==> src/core/acr_pkg.sv <==
package acr_pkg;

  // Register offsets in the I/O space; data space adds the bias.
  localparam logic [7:0] OFS_RES_LO      = 8'h04;
  localparam logic [7:0] OFS_RES_HI      = 8'h05;
  localparam logic [7:0] OFS_CTRL        = 8'h06;
  localparam logic [7:0] OFS_SEL         = 8'h07;
  localparam logic [7:0] DATA_SPACE_BIAS = 8'h20;
  localparam logic [7:0] RESET_VAL       = 8'h00;

  // Field positions in conv_control_status and conv_input_select.
  localparam int CS_EN    = 7;
  localparam int CS_START = 6;
  localparam int CS_FREE  = 5;
  localparam int CS_FLAG  = 4;
  localparam int CS_IE    = 3;
  localparam int SEL_ALIGN = 5;

  // Converter clock counts per conversion.
  localparam logic [4:0] FIRST_CONV_CLKS  = 5'd25;
  localparam logic [4:0] NORMAL_CONV_CLKS = 5'd13;

  // Result limits.
  localparam logic [9:0] SE_FULL_SCALE = 10'h3ff;
  localparam logic [9:0] DIFF_MAX      = 10'h1ff;
  localparam logic [9:0] DIFF_MIN      = 10'h200;
  localparam logic [4:0] CODE_DIFF_FIRST = 5'h08;
  localparam logic [4:0] CODE_DIFF_LAST  = 5'h1d;

  typedef enum logic [1:0] {REF_EXT_PIN, REF_ANALOG_SUPPLY, REF_RESERVED, REF_INT_2V56} acr_ref_e;
  typedef enum logic [1:0] {GAIN_NONE, GAIN_1X, GAIN_10X, GAIN_200X} acr_gain_e;

  function automatic logic acr_is_diff(input logic [4:0] code);
    acr_is_diff = (code >= CODE_DIFF_FIRST) && (code <= CODE_DIFF_LAST);
  endfunction : acr_is_diff

  // Codes 01xxx carry the amplified pairs; bit 1 picks 200x over 10x.
  function automatic acr_gain_e acr_gain_of(input logic [4:0] code);
    if (!acr_is_diff(code)) begin
      acr_gain_of = GAIN_NONE;
    end else if (code[4]) begin
      acr_gain_of = GAIN_1X;
    end else if (code[1]) begin
      acr_gain_of = GAIN_200X;
    end else begin
      acr_gain_of = GAIN_10X;
    end
  endfunction : acr_gain_of

  // Low bits of the prescaler counter that must all be set for one converter clock.
  function automatic logic [6:0] acr_div_mask(input logic [2:0] sel);
    if (sel <= 3'd1) begin
      acr_div_mask = 7'h01;
    end else begin
      acr_div_mask = 7'((8'h01 << sel) - 8'h01);
    end
  endfunction : acr_div_mask

  // Address decode for one register in either address space.
  function automatic logic acr_hit(input logic [7:0] addr, input logic ds, input logic [7:0] ofs);
    acr_hit = (addr == (ds ? 8'(ofs + DATA_SPACE_BIAS) : ofs));
  endfunction : acr_hit

endpackage : acr_pkg

==> src/core/acr_top.sv <==
`timescale 1ns/1ns
//////////////////////////////////////////////////////////////////////////////////////////
// Behaviour
// - Single-ended result is unsigned; ground is 0x000, reference minus one step 0x3FF.
// - Single-ended code is input times 1024 over reference, truncated.
// - Differential code is difference times gain times 512 over reference, clamped.
// - For differential results, bit nine is one exactly when the result is negative.
// - Result bytes hold the completed result whenever the done flag is high.
// - Reference field selects external pin, analog supply, reserved or internal 2.56V.
// - Reference changes during a conversion take effect only after it completes.
// - Input selection changes during a conversion take effect only after it completes.
// - Alignment bit left- or right-aligns the result, immediately, even mid-conversion.
// - Codes 0-7 pick single inputs; 11110 bandgap; 11111 ground.
// - Codes 01000 to 11101 pick differential pairs with 1x, 10x or 200x gain.
// - Same-pin differential codes are supported for offset calibration.
// - Enable one turns converter on; zero turns it off and aborts conversion.
// - Registers decode at I/O offsets and at offsets plus 0x20 in data space.
// - Reading the low byte freezes result bytes until the high byte is read.
// - Done flag sets at completion, or at the high-byte read if it completes while frozen; cleared by vector execution or writing one.
// - Start bit begins conversion, reads one while converting, free running included; first takes 25 clocks.
// - Prescaler divides system clock by 2, 2, 4 ... 128 for the converter clock.
//////////////////////////////////////////////////////////////////////////////////////////
module acr_top
  import acr_pkg::*;
(
  // Clock and reset
  input  wire logic               CLK,
  input  wire logic               RESETN,
  // Internal I/O register port
  input  wire logic [7:0]         IO_ADDR,
  input  wire logic               IO_DATA_SPACE,
  input  wire logic               IO_RD,
  input  wire logic               IO_WR,
  input  wire logic [7:0]         IO_WDATA,
  output logic      [7:0]         IO_RDATA,
  input  wire logic               IO_VECTOR_ACK,
  output logic                    CONV_IRQ,
  // Conversion core
  input  wire logic signed [15:0] CORE_SAMPLE,
  output logic                    CORE_EN,
  output logic                    CORE_CONVERTING,
  output logic                    CORE_CLK_TICK,
  output logic      [1:0]         CORE_REF_SEL,
  output logic      [4:0]         CORE_INPUT_CODE,
  output logic      [1:0]         CORE_GAIN
);

  typedef enum logic {ST_IDLE, ST_CONV} acr_state_e;

  acr_state_e  state_ff;
  logic [7:0]  sel_ff;
  logic        en_ff, fr_ff, flag_ff, ie_ff;
  logic [2:0]  ps_ff;
  logic [1:0]  act_ref_ff;
  logic [4:0]  act_code_ff;
  logic [6:0]  pre_cnt_ff;
  logic [4:0]  conv_cnt_ff;
  logic [4:0]  len_ff;
  logic        first_ff;
  logic [9:0]  result_ff;
  logic [9:0]  pend_ff;
  logic        pend_v_ff;
  logic        frozen_ff;
  logic        tick;
  logic        done;
  logic        start_req;
  logic        load_now;
  logic        set_flag;
  logic [9:0]  fmt_res;
  logic [9:0]  load_val;
  logic [7:0]  nxt_rdata;
  logic        wr_ctrl, wr_sel, rd_lo, rd_hi, rd_ctrl, rd_sel;

  //////////////////////////////////////////////////////////////////////////////////////////
  // Address decode

  assign wr_ctrl = IO_WR && acr_hit(IO_ADDR, IO_DATA_SPACE, OFS_CTRL);
  assign wr_sel  = IO_WR && acr_hit(IO_ADDR, IO_DATA_SPACE, OFS_SEL);
  assign rd_lo   = IO_RD && acr_hit(IO_ADDR, IO_DATA_SPACE, OFS_RES_LO);
  assign rd_hi   = IO_RD && acr_hit(IO_ADDR, IO_DATA_SPACE, OFS_RES_HI);
  assign rd_ctrl = IO_RD && acr_hit(IO_ADDR, IO_DATA_SPACE, OFS_CTRL);
  assign rd_sel  = IO_RD && acr_hit(IO_ADDR, IO_DATA_SPACE, OFS_SEL);

  //////////////////////////////////////////////////////////////////////////////////////////
  // Control register fields

  always_ff @(posedge CLK) begin
    if (!RESETN) begin
      en_ff <= 1'b0;
      fr_ff <= 1'b0;
      ie_ff <= 1'b0;
      ps_ff <= 3'h0;
    end else if (wr_ctrl) begin
      en_ff <= IO_WDATA[CS_EN];
      fr_ff <= IO_WDATA[CS_FREE];
      ie_ff <= IO_WDATA[CS_IE];
      ps_ff <= IO_WDATA[2:0];
    end
  end

  always_ff @(posedge CLK) begin
    if (!RESETN) begin
      sel_ff <= RESET_VAL;
    end else if (wr_sel) begin
      sel_ff <= IO_WDATA;
    end
  end

  // The written selection is copied to the core only between conversions.
  always_ff @(posedge CLK) begin
    if (!RESETN) begin
      act_ref_ff  <= REF_EXT_PIN;
      act_code_ff <= 5'h00;
    end else if (state_ff == ST_IDLE || done) begin
      act_ref_ff  <= sel_ff[7:6];
      act_code_ff <= sel_ff[4:0];
    end
  end

  //////////////////////////////////////////////////////////////////////////////////////////
  // Prescaler and conversion sequencing

  assign tick = (pre_cnt_ff & acr_div_mask(ps_ff)) == acr_div_mask(ps_ff);

  always_ff @(posedge CLK) begin
    if (!RESETN || !en_ff) begin
      pre_cnt_ff <= 7'h00;
    end else begin
      pre_cnt_ff <= pre_cnt_ff + 7'h01;
    end
  end

  // Start is honoured while enabled or together with the enabling write.
  assign start_req = wr_ctrl && IO_WDATA[CS_START] && IO_WDATA[CS_EN];
  assign done      = (state_ff == ST_CONV) && en_ff && tick
                     && (conv_cnt_ff == 5'(len_ff - 5'd1));

  always_ff @(posedge CLK) begin
    if (!RESETN) begin
      first_ff <= 1'b1;
    end else if (!en_ff) begin
      first_ff <= 1'b1;
    end else if (done) begin
      first_ff <= 1'b0;
    end
  end

  always_ff @(posedge CLK) begin
    if (!RESETN) begin
      state_ff    <= ST_IDLE;
      conv_cnt_ff <= 5'h00;
      len_ff      <= NORMAL_CONV_CLKS;
    end else begin
      case (state_ff)
        ST_IDLE: begin
          if (start_req) begin
            state_ff    <= ST_CONV;
            conv_cnt_ff <= 5'h00;
            len_ff      <= (first_ff || !en_ff) ? FIRST_CONV_CLKS : NORMAL_CONV_CLKS;
          end
        end
        ST_CONV: begin
          if (wr_ctrl && !IO_WDATA[CS_EN]) begin
            state_ff <= ST_IDLE;
          end else if (done) begin
            conv_cnt_ff <= 5'h00;
            len_ff      <= NORMAL_CONV_CLKS;
            if (!fr_ff) begin
              state_ff <= ST_IDLE;
            end
          end else if (tick) begin
            conv_cnt_ff <= conv_cnt_ff + 5'd1;
          end
        end
        default: state_ff <= ST_IDLE;
      endcase
    end
  end

  //////////////////////////////////////////////////////////////////////////////////////////
  // Result storage, freeze and done flag

  acr_fmt i_acr_fmt (
    .code   (act_code_ff),
    .sample (CORE_SAMPLE),
    .res    (fmt_res)
  );

  // A result that completes while frozen waits here and is released by the high-byte read,
  // so the flag never rises without its data.
  assign load_now = (done && (!frozen_ff || rd_hi)) || (pend_v_ff && rd_hi);
  assign load_val = (pend_v_ff && rd_hi && !done) ? pend_ff : fmt_res;
  assign set_flag = load_now;

  always_ff @(posedge CLK) begin
    if (!RESETN) begin
      frozen_ff <= 1'b0;
    end else if (rd_hi) begin
      frozen_ff <= 1'b0;
    end else if (rd_lo) begin
      frozen_ff <= 1'b1;
    end
  end

  always_ff @(posedge CLK) begin
    if (!RESETN) begin
      pend_v_ff <= 1'b0;
      pend_ff   <= 10'h000;
    end else if (done && frozen_ff && !rd_hi) begin
      pend_v_ff <= 1'b1;
      pend_ff   <= fmt_res;
    end else if (rd_hi) begin
      pend_v_ff <= 1'b0;
    end
  end

  always_ff @(posedge CLK) begin
    if (!RESETN) begin
      result_ff <= 10'h000;
    end else if (load_now) begin
      result_ff <= load_val;
    end
  end

  // Setting wins over any clear in the same cycle.
  always_ff @(posedge CLK) begin
    if (!RESETN) begin
      flag_ff <= 1'b0;
    end else if (set_flag) begin
      flag_ff <= 1'b1;
    end else if (IO_VECTOR_ACK || (wr_ctrl && IO_WDATA[CS_FLAG])) begin
      flag_ff <= 1'b0;
    end
  end

  //////////////////////////////////////////////////////////////////////////////////////////
  // Read data and core outputs

  always_comb begin
    nxt_rdata = 8'h00;
    if (rd_lo) begin
      nxt_rdata = sel_ff[SEL_ALIGN] ? {result_ff[1:0], 6'h00} : result_ff[7:0];
    end else if (rd_hi) begin
      nxt_rdata = sel_ff[SEL_ALIGN] ? result_ff[9:2] : {6'h00, result_ff[9:8]};
    end else if (rd_ctrl) begin
      nxt_rdata = {en_ff, state_ff == ST_CONV, fr_ff, flag_ff, ie_ff, ps_ff};
    end else if (rd_sel) begin
      nxt_rdata = sel_ff;
    end
  end

  always_ff @(posedge CLK) begin
    if (!RESETN) begin
      IO_RDATA <= 8'h00;
    end else begin
      IO_RDATA <= nxt_rdata;
    end
  end

  always_ff @(posedge CLK) begin
    if (!RESETN) begin
      CONV_IRQ        <= 1'b0;
      CORE_EN         <= 1'b0;
      CORE_CONVERTING <= 1'b0;
      CORE_CLK_TICK   <= 1'b0;
      CORE_REF_SEL    <= REF_EXT_PIN;
      CORE_INPUT_CODE <= 5'h00;
      CORE_GAIN       <= GAIN_NONE;
    end else begin
      CONV_IRQ        <= flag_ff && ie_ff;
      CORE_EN         <= en_ff;
      CORE_CONVERTING <= (state_ff == ST_CONV);
      CORE_CLK_TICK   <= en_ff && tick;
      CORE_REF_SEL    <= act_ref_ff;
      CORE_INPUT_CODE <= act_code_ff;
      CORE_GAIN       <= acr_gain_of(act_code_ff);
    end
  end
endmodule : acr_top

==> src/core/acr_fmt.sv <==
`timescale 1ns/1ns
module acr_fmt
  import acr_pkg::*;
(
  // Selection in effect
  input  wire logic [4:0]         code,
  // Raw difference from the core, in steps of the reference over 1024
  input  wire logic signed [15:0] sample,
  // Encoded 10-bit result
  output logic [9:0]              res
);

  logic signed [8:0]  gain_val;
  logic signed [24:0] prod;
  logic signed [24:0] half;

  always_comb begin
    case (acr_gain_of(code))
      GAIN_10X:  gain_val = 9'sd10;
      GAIN_200X: gain_val = 9'sd200;
      default:   gain_val = 9'sd1;
    endcase
  end

  // The core counts steps of Vref/1024; differential steps are Vref/512 per unit gain.
  assign prod = sample * gain_val;
  assign half = prod >>> 1;

  always_comb begin
    if (acr_is_diff(code)) begin
      if (half > 25'sd511) begin
        res = DIFF_MAX;
      end else if (half < -25'sd512) begin
        res = DIFF_MIN;
      end else begin
        res = half[9:0];
      end
    end else if (sample < 16'sd0) begin
      res = 10'h000;
    end else if (sample > 16'sd1023) begin
      res = SE_FULL_SCALE;
    end else begin
      res = sample[9:0];
    end
  end

endmodule : acr_fmt

==> config.mk <==
export PLATFORM = sky130hd
export DESIGN_NAME = acr_top
export DESIGN_NICKNAME = d
export VERILOG_FILES = /design/src/core/acr_pkg.sv /design/src/core/acr_top.sv /design/src/core/acr_fmt.sv
export SDC_FILE = /design/constraint.sdc
export NUM_CORES = 1
export LEC_CHECK = 0
export BUFFER_PORTS_ARGS = -buffer_cell sky130_fd_sc_hd__buf_2
export CAP_MARGIN = 20
export CORE_UTILIZATION = 57
export CTS_BUF_LIST = sky130_fd_sc_hd__clkbuf_4 sky130_fd_sc_hd__clkbuf_8
export CTS_CLUSTER_DIAMETER = 60
export DETAILED_ROUTE_END_ITERATION = 12
export GPL_TIMING_DRIVEN = 0
export HOLD_SLACK_MARGIN = 0.1
export PLACE_DENSITY = 0.82
export SLEW_MARGIN = 15
export SYNTH_ARGS = -nofsm -noshare
export SYNTH_HDL_FRONTEND = slang
export SYNTH_SLANG_ARGS = --single-unit
==> constraint.sdc <==
create_clock -name CLK -period 6.25 [get_ports CLK]
set_clock_uncertainty 0.15 [all_clocks]
set_input_delay 1.25 -clock CLK [delete_from_list [all_inputs] [get_ports CLK]]
set_output_delay 1.25 -clock CLK [all_outputs]
set_load 0.02 [all_outputs]
==> metrics.log <==
INFO  metric worst-slew-pin-transition = around 0.9 ns
INFO  metric drc = 0
INFO  metric cts_max_path_buffers = 2
INFO  metric hold_class = flip-flop to flip-flop
INFO  metric main_combinational_cell_family_by_area_after_synthesis = adder cells
INFO  metric cp.required = between 6 and 7 ns
INFO  metric layout.cell_area.non_filler = a little over 8000 sq um
INFO  metric ys_ff_latch = slightly above 80
INFO  metric cts.sink_count = 81
INFO  metric num-fill-cells = 990
INFO  metric synthCells = ~840
INFO  metric worst-endpoint-arrival = roughly 6.3 ns
INFO  metric synth-compound-area-share = 0.153
INFO  metric postSynthNetCount = between 1000 and 1500
INFO  metric buffer_ports.inserted = 56
INFO  metric setup_viol = 0
INFO  metric antennaDiodeCount = 0
INFO  metric die_h = ~110 um
INFO  metric synthArstFlopShare = 0
INFO  metric multiplexer_fraction_of_the_synthesized_cell_area = 0.0388
INFO  metric top_ff_cell_synth = sky130_fd_sc_hd__dfxtp_1
INFO  metric cts-buffers-inserted = 9
INFO  metric synth_edf_count = 0
INFO  metric die_area = 13100 sq um
INFO  metric place.detailed.hpwl = between 10000 and 15000 um
INFO  metric reg_area = roughly 1600 sq um
INFO  metric gpl.final_weighted_congestion = between 0.9 and 1
INFO  metric drt-wirelength-per-cell = 16.2 um
INFO  metric num_vias = 6301
INFO  metric final_hold_viol_count = 0
INFO  metric power.density_cell_area = 127 nW/um^2
INFO  metric max_clock_freq = around 160 MHz
INFO  metric multiInputGateArea = between 5000 and 6000 sq um
INFO  metric power.leakage = 3.83 nW
INFO  metric final_max_slew_viol_count = 0
INFO  metric fin_setup_tns = 0 ns
INFO  metric track_usage = 0.270
INFO  metric clk_root_buffer_cell = sky130_fd_sc_hd__clkbuf_8
INFO  metric core.rowCount = 40
INFO  metric clkSlewWorstSetupHoldPaths = around 0.08 ns
INFO  metric synthesis.area = roughly 7200 sq um
INFO  metric drt_iter0_markers = about 450
INFO  metric grt_start_max_net_pins = 17
INFO  metric cts-hold-fix-buffers = 0
INFO  metric dpl-instance-area = a little under 8000 sq um
INFO  metric timing.reg2reg.setup_slack = around 0.15 ns
INFO  metric first_global_vias = about 6000
INFO  metric synthAdderAreaFrac = 0.279
INFO  metric rsz0062_at_grt = true
INFO  metric drive_above_1_share = 0.169
INFO  metric status = finished, final reports clean
INFO  metric final_net_count = 1087
INFO  metric syn-mean-instance-area = ~8.6 sq um
INFO  metric worst_setup_path_type = input port to flip-flop
INFO  metric antenna_found_initial = 0
INFO  metric synth_xor_xnor_area_share = 0.0459
INFO  metric io_pins = a little under 60
INFO  metric critPathCaptureType = flip-flop
INFO  metric finalNonFillerCells = ~1100
INFO  metric timing.final.crit_share = 0.989
INFO  metric postRouteAntennaNets = 0
INFO  metric grt.overflow.total = 0
INFO  metric critPathLaunchType = input port
INFO  metric core_area = ~12000 sq um
INFO  metric timing.max_slew.rel_slack = 0.394
INFO  metric ctsHtreeMaxLevel = 3
INFO  metric layout_min_cycle_time = 6.18 ns
INFO  metric worst_skew_pair.late_latency = about 0.35 ns
INFO  metric timing.hold.worst_path_depth = 1
INFO  metric synthDistinctLibCells = 66
INFO  metric dp_cells = roughly 1100
INFO  metric grt_pass1_wl = around 28000 um
INFO  metric vias_per_cell = around 5.8
INFO  metric starting_density_of_the_core = 0.594
INFO  metric dr.pass1.iters = 5
INFO  metric synth.yosys.seq_area_share = 0.225
INFO  metric chipWidth = about 110 um
INFO  metric cap_viol_max_count = 0
INFO  metric clock_tree_from_tritoncts = built
INFO  metric irDropWorstVdd = approximately 0.12 mV
INFO  metric detail_route.wirelength = between 15000 and 20000 um
INFO  metric areaGrowthSynthToFinish = 15.1%
INFO  metric reg2reg_depth = 24
INFO  metric simple_logic_cell_fraction_of_the_synthesized_area = 0.176
INFO  metric hold_slack_final = roughly 0.33 ns
INFO  metric most-common-layout-cells = sky130_fd_sc_hd__inv_1, sky130_fd_sc_hd__dfxtp_1, sky130_fd_sc_hd__nor2_1, sky130_fd_sc_hd__ha_1, sky130_fd_sc_hd__buf_2
INFO  metric synth.yosys.warnings = 0
INFO  metric worst-path-max-fanout = 7
INFO  metric layout.cells.most_common = sky130_fd_sc_hd__inv_1
-- layout make-up --
class                      count  share of cell area
multi-input combinational    613               0.635
inverter                     113              0.0510
buffer                        30              0.0187
sequential                    81               0.195
timing repair buffer          71              0.0488
tap                          168              0.0253
clock inverter                 6             0.00993
clock buffer                  10              0.0158
-- critical path, cell delays in order --
cell and delay [ns]:
sky130_fd_sc_hd__buf_2 0.14, sky130_fd_sc_hd__and3_1 0.19, sky130_fd_sc_hd__ha_1 0.31, sky130_fd_sc_hd__fa_1 0.46, sky130_fd_sc_hd__fa_1 0.55, sky130_fd_sc_hd__inv_1 0.06, sky130_fd_sc_hd__fa_1 0.52, sky130_fd_sc_hd__inv_1 0.04
sky130_fd_sc_hd__ha_2 0.33, sky130_fd_sc_hd__a21oi_4 0.18, sky130_fd_sc_hd__o211ai_1 0.21, sky130_fd_sc_hd__buf_4 0.21, sky130_fd_sc_hd__a21boi_2 0.21, sky130_fd_sc_hd__xor2_2 0.20, sky130_fd_sc_hd__nand2_1 0.09, sky130_fd_sc_hd__nor4b_2 0.30
sky130_fd_sc_hd__a41oi_2 0.22, sky130_fd_sc_hd__or2_0 0.27, sky130_fd_sc_hd__buf_2 0.18, sky130_fd_sc_hd__a211oi_1 0.22, sky130_fd_sc_hd__o21ai_0 0.12
-- synthesized netlist by cell type (6+ instances only) --
library cell,instances,area share
sky130_fd_sc_hd__xor2_1,20,0.024
sky130_fd_sc_hd__a21oi_1,42,0.029
sky130_fd_sc_hd__a211oi_1,13,0.014
sky130_fd_sc_hd__dfxtp_1,81,0.22
sky130_fd_sc_hd__nand4_1,9,0.0078
sky130_fd_sc_hd__o21ai_0,37,0.026
sky130_fd_sc_hd__buf_2,7,0.0049
sky130_fd_sc_hd__and2_1,55,0.048
sky130_fd_sc_hd__a31oi_1,10,0.0087
sky130_fd_sc_hd__nand3_1,16,0.011
sky130_fd_sc_hd__ha_1,78,0.14
sky130_fd_sc_hd__nand2_1,36,0.019
sky130_fd_sc_hd__xnor2_1,16,0.019
sky130_fd_sc_hd__clkbuf_1,20,0.010
sky130_fd_sc_hd__nor2b_1,6,0.0052
sky130_fd_sc_hd__inv_1,111,0.058
sky130_fd_sc_hd__fa_1,52,0.14
sky130_fd_sc_hd__nor2_1,71,0.037
sky130_fd_sc_hd__o211ai_1,16,0.017
sky130_fd_sc_hd__o21a_1,12,0.012
sky130_fd_sc_hd__mux2i_1,28,0.039
sky130_fd_sc_hd__and3_1,24,0.021
-- what timing repair did --
item	4_1_cts	5_1_grt
gates cloned	0	1
hold endpoints to repair	0	0
endpoints found under the setup margin	18	18
pin swaps	2	20
gates resized for setup	14	51
setup buffers	2	12
-- cell families (layout without fill, tap and decap cells) --
| kind of cell | count (synthesis) | after routing |
|---|---|---|
| buffers and inverters | 147 | 230 |
| xor gates and xnor gates | 37 | 37 |
| DFF | 81 | 81 |
| adders and majority gates | 130 | 130 |
| AOI/OAI and AO/OA | 171 | 171 |
| muxes | 28 | 28 |
| and+or+nand+nor | 247 | 247 |
-- power breakdown --
| group | switching [mW] | internal, mW |
|---|---|---|
| Combinational | 0.0806 | 0.0518 |
| Clock | 0.183 | 0.227 |
| Sequential | 0.000231 | 0.516 |
-- stage by stage --
stage / total power [mW] / setup WS (ns) / utilization
finish: 1.06 / 0.0665 / 0.684
global route: 1.10 / -0.0590 / 0.684
CTS: 1.05 / 0.0304 / 0.656
detailed placement: 0.646 / -0.517 / 0.634
global placement: 0.643 / -0.441 / 0.634
floorplan: 0.605 / 0.185 / -
-- flip-flops by register name, summed over array words and instances, names as in the netlist, 3 cells and up --
register	flops
pend_ff	10
result_ff	10
IO_RDATA	8
sel_ff	8
pre_cnt_ff	7
CORE_INPUT_CODE	5
act_code_ff	5
conv_cnt_ff	5
ps_ff	3
-- final timing paths --
kind                                from                         end
min           act_ref_ff[0]$_SDFFE_PN0P_  CORE_REF_SEL[0]$_SDFF_PN0_
min reg2reg   act_ref_ff[0]$_SDFFE_PN0P_  CORE_REF_SEL[0]$_SDFF_PN0_
max reg2reg  act_code_ff[3]$_SDFFE_PN0P_     pend_ff[6]$_SDFFE_PN0P_
max                       CORE_SAMPLE[4]   result_ff[0]$_SDFFE_PN0P_
-- per-layer routing --
metal | vias to the layer above | track usage | part of all wire
met5 | - | 0 | 0
met3 | 35 | 0.0339 | 0.054
li1 | 3009 | - | -
met1 | 3034 | 0.356 | 0.44
met2 | 223 | 0.461 | 0.49
met4 | 0 | 0.0831 | 0.017
(Power assumes the default switching activity.)
